--- config.mk ---
export PLATFORM = sky130hd
export DESIGN_NAME = otp_programmer
export DESIGN_NICKNAME = d
export VERILOG_FILES = /design/src/otp_prog_pkg.sv /design/src/otp_programmer.sv
export SDC_FILE = /design/constraint.sdc
export NUM_CORES = 1
export LEC_CHECK = 0
export BUFFER_PORTS_ARGS = -buffer_cell sky130_fd_sc_hd__buf_2
export CORE_MARGIN = 10
export CORE_UTILIZATION = 25
export CTS_CLUSTER_SIZE = 20
export DETAILED_ROUTE_END_ITERATION = 7
export PLACE_DENSITY_LB_ADDON = 0.12
export SKIP_CTS_REPAIR_TIMING = 1
export SLEW_MARGIN = 0
export SYNTH_ARGS = -nofsm -noshare
export SYNTH_HDL_FRONTEND = slang
export SYNTH_SLANG_ARGS = --single-unit
--- constraint.sdc ---
create_clock -name mclk -period 3.3 [get_ports mclk]
set_input_delay 0.495 -clock mclk [delete_from_list [all_inputs] [get_ports mclk]]
set_output_delay 0.495 -clock mclk [all_outputs]
set_load 0.02 [all_outputs]
--- src/otp_prog_pkg.sv ---
package otp_prog_pkg;

   // ---------------------------------------------------------------
   // geometry
   // ---------------------------------------------------------------
   localparam int ADDR_W             = 19;
   localparam int DATA_W             = 8;
   localparam int WORDS              = 524288;
   localparam int ID_SELECT_BIT      = 0;
   localparam int ID_TRIGGER_BIT     = 9;
   localparam logic [7:0] ERASED     = 8'hFF;

   // ---------------------------------------------------------------
   // timing
   // ---------------------------------------------------------------
   localparam int CLK_HZ             = 40000000;
   localparam int PULSE_US           = 100;
   localparam int SETUP_US           = 2;
   localparam int ACCESS_NS          = 150;
   localparam int PULSE_CYCLES       = (PULSE_US * (CLK_HZ / 1000000));
   localparam int SETUP_CYCLES       = (SETUP_US * (CLK_HZ / 1000000));
   localparam int ACCESS_CYCLES      = (ACCESS_NS * (CLK_HZ / 1000000) + 999) / 1000;
   localparam int MAX_PULSES         = 25;
   localparam int TIMER_W            = 16;
   localparam int TRY_W              = 5;

   // ---------------------------------------------------------------
   // command codes and states
   // ---------------------------------------------------------------
   typedef enum logic [2:0] {
      CMD_READ, CMD_PROGRAM_ALL, CMD_VERIFY_ALL, CMD_IDENTIFY
   } cmd_type;

   typedef enum logic [3:0] {
      ST_IDLE, ST_SETUP, ST_PULSE, ST_GAP, ST_VERIFY, ST_SAMPLE,
      ST_NEXT, ST_FINAL_SETUP, ST_FINAL_READ, ST_DONE
   } state_type;

   typedef struct packed {
      logic              ce_b;
      logic              oe_b;
      logic              vpp_raise;
      logic              vcc_raise;
      logic              id_high_voltage;
      logic [ADDR_W-1:0] word_addr;
      logic [DATA_W-1:0] data_out;
      logic              data_oe;
   } pins_type;

   typedef struct packed {
      logic              busy;
      logic              done;
      logic              fail;
      logic [ADDR_W-1:0] fail_addr;
      logic [DATA_W-1:0] rdata;
   } status_type;

endpackage : otp_prog_pkg

--- src/otp_programmer.sv ---
// Summary of operation
// - programmer drives all eight data_pins together when writing a byte.
// - fast program mode: raised vpp, raised vcc, output gate high.
// - write byte with one 100 us chip select low pulse after setup.
// - on mismatch pulse again, at most 25 pulses per address.
// - loop every address in order, then verify all at nominal supplies.
// - parallel devices share all inputs except chip select.
// - verify with output gate low and vpp raised; device drives byte.
// - identify: trigger line at high voltage, others but select low.
// - decode chip select per device, share gate as the read strobe.
module otp_programmer #(
   parameter int ADDR_W     = otp_prog_pkg::ADDR_W,
   parameter int MAX_PULSES = otp_prog_pkg::MAX_PULSES
) (
   // clock and reset
   input  wire logic                            mclk,
   input  wire logic                            rst_b,
   // command side
   input  wire logic                            start,
   input  wire otp_prog_pkg::cmd_type           cmd,
   input  wire logic [ADDR_W-1:0]               cmd_addr,
   input  wire logic [ADDR_W-1:0]               last_addr,
   input  wire logic [7:0]                      cmd_data,
   input  wire logic                            id_byte_select_line,
   // device pins, status, and per-address data for program and verify loops
   output otp_prog_pkg::pins_type               pins,
   output otp_prog_pkg::status_type             status,
   input  wire logic [7:0]                      image_data,
   // data pins from device
   input  wire logic [7:0]                      data_pins_in
);

   // ---------------------------------------------------------------
   // checks
   // ---------------------------------------------------------------
   if (ADDR_W != otp_prog_pkg::ADDR_W) begin : g_bad_addr
      $error("address width must match device");
   end
   if (MAX_PULSES < 1 || MAX_PULSES > 31) begin : g_bad_pulses
      $error("pulse limit out of range");
   end

   // ---------------------------------------------------------------
   // state
   // ---------------------------------------------------------------
   typedef struct packed {
      otp_prog_pkg::state_type              st;
      otp_prog_pkg::cmd_type                cmd;
      logic [otp_prog_pkg::TIMER_W-1:0]     timer;
      logic [otp_prog_pkg::TRY_W-1:0]       tries;
      logic [ADDR_W-1:0]                    last;
      logic [7:0]                           want;
      logic [7:0]                           din_s1;
      logic [7:0]                           din_s2;
      otp_prog_pkg::pins_type               pins;
      otp_prog_pkg::status_type             status;
   } core_type;

   core_type s_q;
   core_type s_d;

   localparam logic [otp_prog_pkg::TIMER_W-1:0] T_PULSE =
      otp_prog_pkg::TIMER_W'(otp_prog_pkg::PULSE_CYCLES - 1);
   // one spare cycle: data_out lags the address by a cycle in setup
   localparam logic [otp_prog_pkg::TIMER_W-1:0] T_SETUP =
      otp_prog_pkg::TIMER_W'(otp_prog_pkg::SETUP_CYCLES);
   // sampling waits two extra cycles for the input synchroniser
   localparam logic [otp_prog_pkg::TIMER_W-1:0] T_ACCESS =
      otp_prog_pkg::TIMER_W'(otp_prog_pkg::ACCESS_CYCLES + 1);
   localparam logic [otp_prog_pkg::TRY_W-1:0] TRY_LIMIT =
      otp_prog_pkg::TRY_W'(MAX_PULSES);

   // ---------------------------------------------------------------
   // next state
   // ---------------------------------------------------------------
   always_comb begin
      s_d = s_q;
      s_d.din_s1 = data_pins_in;
      s_d.din_s2 = s_q.din_s1;
      s_d.status.done = 1'b0;
      if (s_q.timer != '0) begin
         s_d.timer = s_q.timer - 1'b1;
      end
      unique case (s_q.st)
         otp_prog_pkg::ST_IDLE: begin
            s_d.pins.ce_b    = 1'b1;
            s_d.pins.oe_b    = 1'b1;
            s_d.pins.data_oe = 1'b0;
            if (start) begin
               s_d.cmd              = cmd;
               s_d.last             = last_addr;
               s_d.status.busy      = 1'b1;
               s_d.status.fail      = 1'b0;
               s_d.tries            = '0;
               s_d.timer            = T_SETUP;
               s_d.pins.word_addr   = cmd_addr;
               s_d.pins.vpp_raise   = (cmd == otp_prog_pkg::CMD_PROGRAM_ALL);
               s_d.pins.vcc_raise   = (cmd == otp_prog_pkg::CMD_PROGRAM_ALL);
               if (cmd == otp_prog_pkg::CMD_IDENTIFY) begin
                  s_d.pins.word_addr = '0;
                  s_d.pins.word_addr[otp_prog_pkg::ID_SELECT_BIT] = id_byte_select_line;
                  s_d.pins.id_high_voltage = 1'b1;
               end
               if (cmd == otp_prog_pkg::CMD_PROGRAM_ALL) begin
                  s_d.st = otp_prog_pkg::ST_SETUP;
               end else begin
                  s_d.st = otp_prog_pkg::ST_FINAL_SETUP;
               end
            end
         end
         otp_prog_pkg::ST_SETUP: begin
            // address, data and vpp settle before the pulse
            s_d.want          = image_data;
            s_d.pins.data_out = image_data;
            s_d.pins.data_oe  = 1'b1;
            s_d.pins.oe_b     = 1'b1;
            if (s_q.timer == '0) begin
               s_d.pins.ce_b = 1'b0;
               s_d.timer     = T_PULSE;
               s_d.tries     = s_q.tries + 1'b1;
               s_d.st        = otp_prog_pkg::ST_PULSE;
            end
         end
         otp_prog_pkg::ST_PULSE: begin
            if (s_q.timer == '0) begin
               s_d.pins.ce_b = 1'b1;
               s_d.timer     = T_SETUP;
               s_d.st        = otp_prog_pkg::ST_GAP;
            end
         end
         otp_prog_pkg::ST_GAP: begin
            // data hold, then release the bus before the gate opens
            if (s_q.timer == '0) begin
               s_d.pins.data_oe = 1'b0;
               s_d.timer        = T_SETUP;
               s_d.st           = otp_prog_pkg::ST_VERIFY;
            end
         end
         otp_prog_pkg::ST_VERIFY: begin
            if (s_q.timer == '0) begin
               s_d.pins.oe_b = 1'b0;
               s_d.timer     = T_ACCESS;
               s_d.st        = otp_prog_pkg::ST_SAMPLE;
            end
         end
         otp_prog_pkg::ST_SAMPLE: begin
            if (s_q.timer == '0) begin
               s_d.pins.oe_b = 1'b1;
               s_d.timer     = T_SETUP;
               if (s_q.din_s2 == s_q.want) begin
                  s_d.st = otp_prog_pkg::ST_NEXT;
               end else if (s_q.tries >= TRY_LIMIT) begin
                  s_d.status.fail      = 1'b1;
                  s_d.status.fail_addr = s_q.pins.word_addr;
                  s_d.st               = otp_prog_pkg::ST_DONE;
               end else begin
                  s_d.st = otp_prog_pkg::ST_SETUP;
               end
            end
         end
         otp_prog_pkg::ST_NEXT: begin
            s_d.tries = '0;
            // full setup again, counted from the new address
            s_d.timer = T_SETUP;
            if (s_q.pins.word_addr == s_q.last) begin
               // second pass at nominal supplies
               s_d.pins.vpp_raise = 1'b0;
               s_d.pins.vcc_raise = 1'b0;
               s_d.pins.word_addr = cmd_addr;
               s_d.cmd            = otp_prog_pkg::CMD_VERIFY_ALL;
               s_d.st             = otp_prog_pkg::ST_FINAL_SETUP;
            end else begin
               s_d.pins.word_addr = s_q.pins.word_addr + 1'b1;
               s_d.st             = otp_prog_pkg::ST_SETUP;
            end
         end
         otp_prog_pkg::ST_FINAL_SETUP: begin
            s_d.want = image_data;
            if (s_q.timer == '0) begin
               s_d.pins.ce_b = 1'b0;
               s_d.pins.oe_b = 1'b0;
               s_d.timer     = T_ACCESS;
               s_d.st        = otp_prog_pkg::ST_FINAL_READ;
            end
         end
         otp_prog_pkg::ST_FINAL_READ: begin
            if (s_q.timer == '0) begin
               s_d.pins.ce_b     = 1'b1;
               s_d.pins.oe_b     = 1'b1;
               s_d.status.rdata  = s_q.din_s2;
               s_d.timer         = T_SETUP;
               if (s_q.cmd == otp_prog_pkg::CMD_VERIFY_ALL) begin
                  if (s_q.din_s2 != s_q.want) begin
                     s_d.status.fail      = 1'b1;
                     s_d.status.fail_addr = s_q.pins.word_addr;
                     s_d.st               = otp_prog_pkg::ST_DONE;
                  end else if (s_q.pins.word_addr == s_q.last) begin
                     s_d.st = otp_prog_pkg::ST_DONE;
                  end else begin
                     s_d.pins.word_addr = s_q.pins.word_addr + 1'b1;
                     s_d.st             = otp_prog_pkg::ST_FINAL_SETUP;
                  end
               end else begin
                  if (s_q.cmd == otp_prog_pkg::CMD_IDENTIFY && ^s_q.din_s2 == 1'b0) begin
                     s_d.status.fail = 1'b1;
                  end
                  s_d.st = otp_prog_pkg::ST_DONE;
               end
            end
         end
         otp_prog_pkg::ST_DONE: begin
            s_d.pins.id_high_voltage = 1'b0;
            s_d.pins.vpp_raise       = 1'b0;
            s_d.pins.vcc_raise       = 1'b0;
            s_d.pins.data_oe         = 1'b0;
            s_d.status.busy          = 1'b0;
            s_d.status.done          = 1'b1;
            s_d.st                   = otp_prog_pkg::ST_IDLE;
         end
      endcase
   end

   // ---------------------------------------------------------------
   // registers
   // ---------------------------------------------------------------
   always_ff @(posedge mclk or negedge rst_b) begin
      if (!rst_b) begin
         s_q              <= '0;
         s_q.st           <= otp_prog_pkg::ST_IDLE;
         s_q.pins.ce_b    <= 1'b1;
         s_q.pins.oe_b    <= 1'b1;
      end else begin
         s_q <= s_d;
      end
   end

   assign pins   = s_q.pins;
   assign status = s_q.status;

endmodule : otp_programmer

# Word-level counts from Yosys, hierarchy flattened
# Index checks and enable logic that the tools add are counted.
# classes
addsub	3
n_lt_le_gt_ge	1
eq_ne	34
muxes	56
n_bitwise	1
n_reduce_logical	34
# ops
operator	count
two-way mux 19 bit	6
two-way mux 20 bit	5
case mux 16 bit (5 select lines)	1
case mux 19 bit (3 select lines)	1
two-way mux 16 bit	3
two-way mux 4 bit	12
two-way mux 47 bit	1
case mux 4 bit (10 select lines)	1
case mux 19 bit (2 select lines)	1
inequality test 2 bit (second input constant)	16
two-way mux 28 bit	1
two-way mux 22 bit	1
two-way mux 21 bit	1
adder 19 x 1 -> 19 bit (second input constant)	1
equality test 19 bit	1
equality test 4 x 3 -> 1 bit (second input constant)	4
logical NOT 16 bit	1
AND reduction 8 bit	2
nonzero test 16 bit	1
subtractor 16 x 1 -> 16 bit (second input constant)	1
case mux 5 bit (3 select lines)	1
nonzero test 3 bit	5
AND reduction 3 bit	4
case mux 1 bit (5 select lines)	2
other kinds (29)	56
# totals
register_bits	134
in_bits	69
output_inout_bits	63
word_cells	150

# Logic depth before layout (Yosys ltp)
# Gate-level depths: netlist of the first run.
# depth
depth_word	7
ltp_mapped	12
depth_no_buf	10

# Worst setup path after synthesis of the first run
# OpenSTA, ideal clock, no wires.
# synth_timing
kind	register -> register
startpoint	reg s_q[111] in the netlist's numbering
endpoint	reg s_q, in the netlist status[26]
setup_ps	127
arrival_ps	2933
required_ps	3173
setup_slack_ps	239
stages_incl_launch_ff	12
path_buffers	3
period_less_slack_ps	3061
cell_sequence	dfrtp_1 inv_1 ha_1 or3b_2 clkbuf_1 or4_1 buf_2 nor4_4 inv_2 nor2_4 buf_12 mux2_1
# synth_between
elab_chain_cells	3
word_cells_on_any_way	4
cone_classes	eq/ne: 2; reduce/logical: 2
# synth_rtl
item	line_no	rtl
from (decl)	otp_programmer.sv:59	core_type s_q;
logical NOT 16 bit (*)	otp_programmer.sv:147, otp_programmer.sv:187	
inequality test 2 bit (no source line)	n/a	
AND reduction 7 bit (no source line) (*)	n/a	
# Mark *: on every way between the ends. The rest lies on a longest branch, timed or not.
# A chain may end at the register's enable or synchronous reset.

# Worst setup path in the final report of the first run
# layout_timing
startpoint	reg s_q[111] in the netlist's numbering
endpoint	reg, netlist name pins[26]
# layout_between
elab_chain_cells	3
# layout_rtl
item	line_no	rtl
logical NOT 16 bit	otp_programmer.sv:187	if (s_q.timer == '0) begin
inequality test 2 bit (no source line)	n/a	
AND reduction 6 bit (no source line)	n/a	
# Every way passes these cells.

==> results of run 1 <==
[kinds of logic after synthesis]
kind of cell,synth area share
buffers and inverters,0.1046
and+or+nand+nor,0.1332
adders and majority gates,0.01041
xor gates and xnor gates,0.04856
DFF,0.4617
AOI/OAI and AO/OA,0.1341
muxes,0.1075
[cells in the mapped netlist, types with 2 or more instances]
library cell  number  area, um2
nor2b_1            9      56.30
nand2_1           38      142.6
o21bai_1           3      22.52
buf_6              2      22.52
buf_2              5      25.02
clkbuf_1          28      105.1
nor4_1            12      75.07
mux2_4             9      135.1
a22o_1             2      17.52
nor3_1            19      95.09
a31oi_1            4      25.02
xnor2_1           11      96.34
or4_1              6      45.04
a32oi_1            8      70.07
buf_4             63      473.0
nand4_1            7      43.79
o21ai_0           25      125.1
inv_1             27      101.4
nand2b_1           3      18.77
mux2_2            54      608.1
dfrtp_1          131       3278
nor2_1            49      183.9
ha_1               6      75.07
or2_2              2      12.51
or3_1              6      37.54
and3_1             2      12.51
o211ai_1           2      15.01
xor2_1            29      254.0
a21oi_1           26      130.1
nand3_1           17      85.08
dfstp_2            2      52.55
and2_1             7      43.79
a211oi_1           3      22.52
a2bb2oi_1          2      17.52
o41ai_1            2      17.52
mux2_1             2      22.52
a22oi_1           26      195.2
o22ai_1           20      125.1
o31ai_1            2      15.01
[registers in the layout, indices dropped and copies added (netlist names)]
name,flops
s_q,63
status,30
s_d,8
pins,32
[per-layer routing]
layer / routed length [um] / share of wire / vias to the layer above / global-route usage
li1: - / - / 2595 / -
met2: 10460 / 0.49 / 132 / 0.1956
met5: 18 / 0.00084 / - / 0
met1: 9634 / 0.45 / 2702 / 0.1463
met3: 1132 / 0.053 / 10 / 0.03442
met4: 154 / 0.0072 / 2 / 0.03083
[critical path, cell delays in order (launching register included)]
cell       delay [ns]
dfrtp_1          0.40
inv_1            0.09
ha_1             0.18
or3b_2           0.54
or4_1            0.61
nor3_4           0.25
o2111ai_4        0.13
and2_1           0.22
buf_4            0.22
a221oi_2         0.27
[path summary, 6_finish.rpt]
kind	from	slack [ns]	end	cells after the start
max	s_q[111]$_DFF_PN0_	0.30	pins[26]$_DFFE_PN0P_	9
min	rst_b	0.07	status[26]$_DFFE_PN0P_	1
max reg2reg	s_q[111]$_DFF_PN0_	0.30	pins[26]$_DFFE_PN0P_	9
min reg2reg	s_d[68]$_DFF_PN0_	0.35	s_q[68]$_DFF_PN0_	0
max in group asynchronous	rst_b	2.45	status[4]$_DFFE_PN0P_	2
min in group mclk	data_pins_in[2]	0.18	s_d[65]$_DFF_PN0_	1
[per-stage QoR]
step / cells / hold WS [ns] / instance area (um2) / power (mW)
floorplan: 702 / 0.1994 / 7214 / 1.736
global placement: 1142 / 0.3322 / 7959 / 1.828
CTS: 1174 / 0.1074 / 8531 / 3.770
finish: 1176 / 0.07292 / 8536 / 3.685
detailed placement: 1142 / 0.3358 / 7959 / 1.831
global route: 1175 / 0.1177 / 8533 / 3.844
[layout make-up]
cell class | count | area share
diodes | 2 | 0.0005863
clock buffers | 17 | 0.04984
clock inverters | 15 | 0.01715
inverters | 28 | 0.01231
multi-input cells | 441 | 0.3673
flip-flops and latches | 133 | 0.3902
well taps | 384 | 0.05629
repair buffers | 156 | 0.1063
[where the power goes]
part	internal, mW	switching (mW)	total, mW
combinational	0.0576	0.0820	0.140
clock	1.06	0.835	1.89
sequential	1.65	0.00915	1.65
==> summary.txt, run 1 <==
Cells and area
  – Multi-input gate area: 0.003136 mm2
  – Post-layout util: 0.2982
  – Fillcell total: 2985
  – Layout cells sized above 1: 0.3354
  – Commonest non-fill, non-tap cells in the layout: 131 x dfrtp_1, 122 x buf_2, 54 x mux2_2
  – Nets@finish: 852
  – Area Growth Syn to Fin: 18.31%
  – Seq. cell area: 0.003331 mm2
  – Most common cell after layout, fill and taps aside: dfrtp_1

Logic synthesis
  – Synthesized instance count: 702
  – Async set-reset flop share out of synthesis: 1.000
  – Seq cells post-synth: 133
  – Synth warn: 0
  – Syn nets: 777
  – Cell variety after synth: 70
  – Post-synth EDFFs: 0
  – Sequential area share after synthesis: 0.4617
  – Synthesized cell area: 0.007214 mm2
  – Commonest register cell after synthesis: dfrtp_1
  – Syn_area_per_cell: 10.28 um2

Floorplanning
  – Die Ht: 189.9 um
  – Core region area: 0.02863 mm2
  – Die extent in x: 189.9 um
  – IO Count: 132
  – Die area: 0.03605 mm2
  – # rows: 62
  – Starting Density: 0.2520

Power and ir drop
  – Leakage: 3.980 nW
  – Pwr/cell area: 431.7 mW/mm2
  – Max IR drop VDD: 0.2913 mV

Placement
  – Final Wtd Congestion: 0.7984
  – Pre-CTS setup slack: 0.2708 ns
  – Post-detail-place hpwl: 15.68 mm
  – PortBufs: 123

Worst setup path
  – Req. time, crit path: 3.63 ns
  – CP arrival: 3.33 ns
  – Crit path kind: reg -> reg
  – CP endpoint kind: flip-flop
  – CP max FO: 17
  – CP startpoint kind: flip-flop

Job
  – Max-cap violation count: 0

STA
  – Period Utilization, post-route: 0.9089
  – Minimum clock period: 2.999 ns
  – Endpoints failing setup: 0
  – Final hold viol count: 0
  – Slew headroom: 0.5153
  – Setup Skew: 0.01002 ns
  – Final Slew Violations: 0
  – Final setup margin: 0.3006 ns
  – RSZ-0062 raised after global routing: no
  – Fmax: 333.4 MHz
  – Worst-Margin Slew: 0.7205 ns
  – TNS Setup: 0 ns

Global routing
  – Total GRT Usage: 0.1178
  – Pin count of the biggest net entering global routing: 70
  – Number of global-route vias before repair: 5841
  – Initial antenna violation count: 3
  – Congestion Overflow GR: 0
  – First-pass GRT wire length: 33.48 mm

Clock tree
  – Total CTS buffers: 17
  – Clock transition at path regs: 0.07 ns
  – CTS tree: done
  – Clk root buf: clkbuf_16
  – Htree depth: 4
  – Sink Count: 133
  – Max clock buf depth: 2
  – Clock Latency Late Sink: 0.42 ns

Detailed routing
  – Vias: 5441
  – Drt drc: 0
  – WL final: 21.39 mm
  – Drt initial violations: 366
  – Routed Antenna Nets: 0
  – Initial DRT Pass Iterations: 4
  – Routed len/inst: 18.19 um
  – DR vias/cell: 4.627

Hold path
  – Worst hold path class: in -> async

Status
  – Outcome: complete, no violations
Power figures use the tool's default switching activity.
==> run 2, diff against run 1 <==
--- a/config.mk
+++ b/config.mk
@@ -11,6 +11,7 @@
 export CTS_CLUSTER_SIZE = 20
 export DETAILED_ROUTE_END_ITERATION = 7
 export PLACE_DENSITY_LB_ADDON = 0.12
+export REMOVE_ABC_BUFFERS = 1
 export SKIP_CTS_REPAIR_TIMING = 1
 export SLEW_MARGIN = 0
 export SYNTH_ARGS = -nofsm -noshare
==> run 2 against run 1 <==
  * Core utilization increased by 0.29 points
  * Sequential power about the same
  * Non-clock buffer count increased by 7
  * Sequential share of layout area decreased by 0.37 points
  * Clock skew increased by 0.0047 ns
==> summary.txt, run 2 (synthesis results as in run 1) <==
Power and ir drop
  – Pwr/cell area: 436.8 mW/mm2 (was 431.7 mW/mm2)
  – Sw frac: 0.2583 (was 0.2513)
  – Leakage: 4.038 nW (was 3.980 nW)
  – Logic pwr share: 0.037 (was 0.038)
  – NetSw: 0.9722 mW (was 0.9259 mW)
  – Flop pwr share: 0.439 (was 0.449)
  – P_int: 2.792 mW (was 2.759 mW)
  – Max IR drop VDD: 0.2747 mV (was 0.2913 mV)
  – Total power: 3.764 mW (was 3.685 mW)
  – Clock share of power: 0.524 (was 0.513)

Worst setup path
  – CP startpoint kind: flip-flop (unchanged)
  – CP endpoint kind: flip-flop (unchanged)
  – CP max FO: 9 (was 17)
  – Crit path kind: reg -> reg (unchanged)
  – CP arrival: 3.45 ns (was 3.33 ns)
  – Req. time, crit path: 3.63 ns (about the same)
  – Cell count of the worst reg-to-reg path: 9 (unchanged)

Detailed routing
  – Initial DRT Pass Iterations: 5 (was 4)
  – Wire length on met1: 9.882 mm (was 9.634 mm)
  – Met2 routed WL: 10.43 mm (was 10.46 mm)
  – Drt drc: 0 (unchanged)
  – Top Layer Used: met5 (unchanged)
  – DR vias/cell: 4.642 (was 4.627)
  – WL final: 21.52 mm (was 21.39 mm)
  – Routed length on met3: 941 um (was 1.132 mm)
  – Routed len/inst: 18.17 um (was 18.19 um)
  – Routed Antenna Nets: 0 (unchanged)
  – Vias: 5496 (was 5441)
  – Drt initial violations: 428 (was 366)

Cells and area
  – Nets@finish: 859 (was 852)
  – Fillcell total: 3004 (was 2985)
  – Seq. cell area: 0.003331 mm2 (unchanged)
  – Commonest non-fill, non-tap cells in the layout: 131 x dfrtp_1, 122 x buf_2, 54 x mux2_2 (unchanged)
  – Most common cell after layout, fill and taps aside: dfrtp_1 (unchanged)
  – Largest register FFs: 63 (unchanged)
  – Post-layout util: 0.3011 (was 0.2982)
  – Largest reg by FF count: s_q (unchanged)
  – Area Growth Syn to Fin: 19.46% (was 18.31%)
  – Filler-free cell count of the finished design: 1184 (was 1176)
  – Multi-input gate area: 0.003136 mm2 (unchanged)
  – Layout cells sized above 1: 0.3413 (was 0.3354)

Floorplanning
  – Starting Density: 0.2520 (unchanged)
  – IO Count: 132 (unchanged)
  – # rows: 62 (unchanged)
  – Core region area: 0.02863 mm2 (unchanged)
  – Die Ht: 189.9 um (unchanged)
  – Die extent in x: 189.9 um (unchanged)
  – Die area: 0.03605 mm2 (unchanged)

Placement
  – Cells after DPL: 1149 (was 1142)
  – PortBufs: 123 (unchanged)
  – Final Wtd Congestion: 0.8168 (was 0.7984)
  – Post-detail-place hpwl: 15.95 mm (was 15.68 mm)

Global routing
  – Initial antenna violation count: 4 (was 3)
  – First-pass GRT wire length: 34.31 mm (was 33.48 mm)
  – Pin count of the biggest net entering global routing: 59 (was 70)
  – Total GRT Usage: 0.1206 (was 0.1178)
  – Congestion Overflow GR: 0 (unchanged)
  – Number of global-route vias before repair: 5858 (was 5841)

STA
  – RSZ-0062 raised after global routing: no (unchanged)
  – Worst-Margin Slew: 0.6434 ns (was 0.7205 ns)
  – Minimum clock period: 3.114 ns (was 2.999 ns)
  – Period Utilization, post-route: 0.9437 (was 0.9089)
  – Fmax: 321.1 MHz (was 333.4 MHz)
  – Setup Skew: 0.01469 ns (was 0.01002 ns)
  – Final Slew Violations: 0 (unchanged)
  – TNS Setup: 0 ns (unchanged)
  – Slew headroom: 0.5665 (was 0.5153)
  – Final hold viol count: 0 (unchanged)
  – Endpoints failing setup: 0 (unchanged)

Clock tree
  – Total CTS buffers: 17 (unchanged)
  – Htree depth: 4 (unchanged)
  – Clock Latency Late Sink: 0.43 ns (was 0.42 ns)
  – Sink Count: 133 (unchanged)
  – CTS tree: done (unchanged)
  – Clk root buf: clkbuf_16 (unchanged)
  – Clock transition at path regs: 0.07 ns (about the same)
  – Max clock buf depth: 2 (unchanged)

Status
  – Outcome: complete, no violations (unchanged)

Job
  – Max-cap violation count: 0 (unchanged)

Hold path
  – Worst hold path class: in -> async (unchanged)
-- run 2: worst paths after layout --
kind / from / to / slack, ns
min in group mclk: data_pins_in[5] / s_d[68]$_DFF_PN0_ / 0.17
max in group asynchronous: rst_b / pins[32]$_DFFE_PN1P_ / 2.47
worst min-delay path: rst_b / s_d[69]$_DFF_PN0_ / 0.02
worst max-delay path: s_q[111]$_DFF_PN0_ / pins[11]$_DFFE_PN0P_ / 0.19
worst max register to register: s_q[111]$_DFF_PN0_ / pins[11]$_DFFE_PN0P_ / 0.19
worst min register to register: s_d[65]$_DFF_PN0_ / s_q[65]$_DFF_PN0_ / 0.35
-- run 2: area by class of cell --
type | count | share of cell area
diodes | 3 | 0.0008711
clock buffers | 17 | 0.04936
clock inverters | 15 | 0.02018
inverters | 28 | 0.01220
multi-input cells | 441 | 0.3638
flip-flops and latches | 133 | 0.3865
well taps | 384 | 0.05575
repair buffers | 163 | 0.1114
-- run 2: through the flow --
| stage | instance area [um2] | worst slack (ns) | hold slack (ns) |
|---|---|---|---|
| after floorplan | 6565 | -0.005362 | 0.1994 |
| after global placement | 8011 | 0.2229 | 0.3344 |
| final | 8618 | 0.1859 | 0.01916 |
| after CTS | 8611 | 0.1589 | 0.03661 |
| after detailed placement | 8011 | 0.2167 | 0.3347 |
| after global routing | 8611 | 0.004452 | 0.03576 |
-- run 2: critical path: stages, from the launching register on --
cell	delay [ns]
dfrtp_1	0.40
inv_1	0.08
ha_1	0.20
or3b_2	0.56
or4_1	0.63
nor3_4	0.26
o2111ai_4	0.13
and2_1	0.33
buf_4	0.24
o22ai_1	0.17
-- run 2: power groups by stage --
| stage | sequential (mW) | clock [mW] | combinational, mW |
|---|---|---|---|
| CTS | 1.65 | 2.04 | 0.147 |
| floorplan | 1.69 | 0 | 0.0386 |
| global placement | 1.69 | 0 | 0.144 |
| finish | 1.65 | 1.97 | 0.139 |
| detailed placement | 1.69 | 0 | 0.146 |
| global route | 1.66 | 2.12 | 0.157 |
-- run 2: routing by layer --
layer  GRT usage  up-vias
met5           0        -
met4     0.03602        2
met3     0.03112       16
met2      0.1908      125
met1      0.1585     2741
li1            -     2612
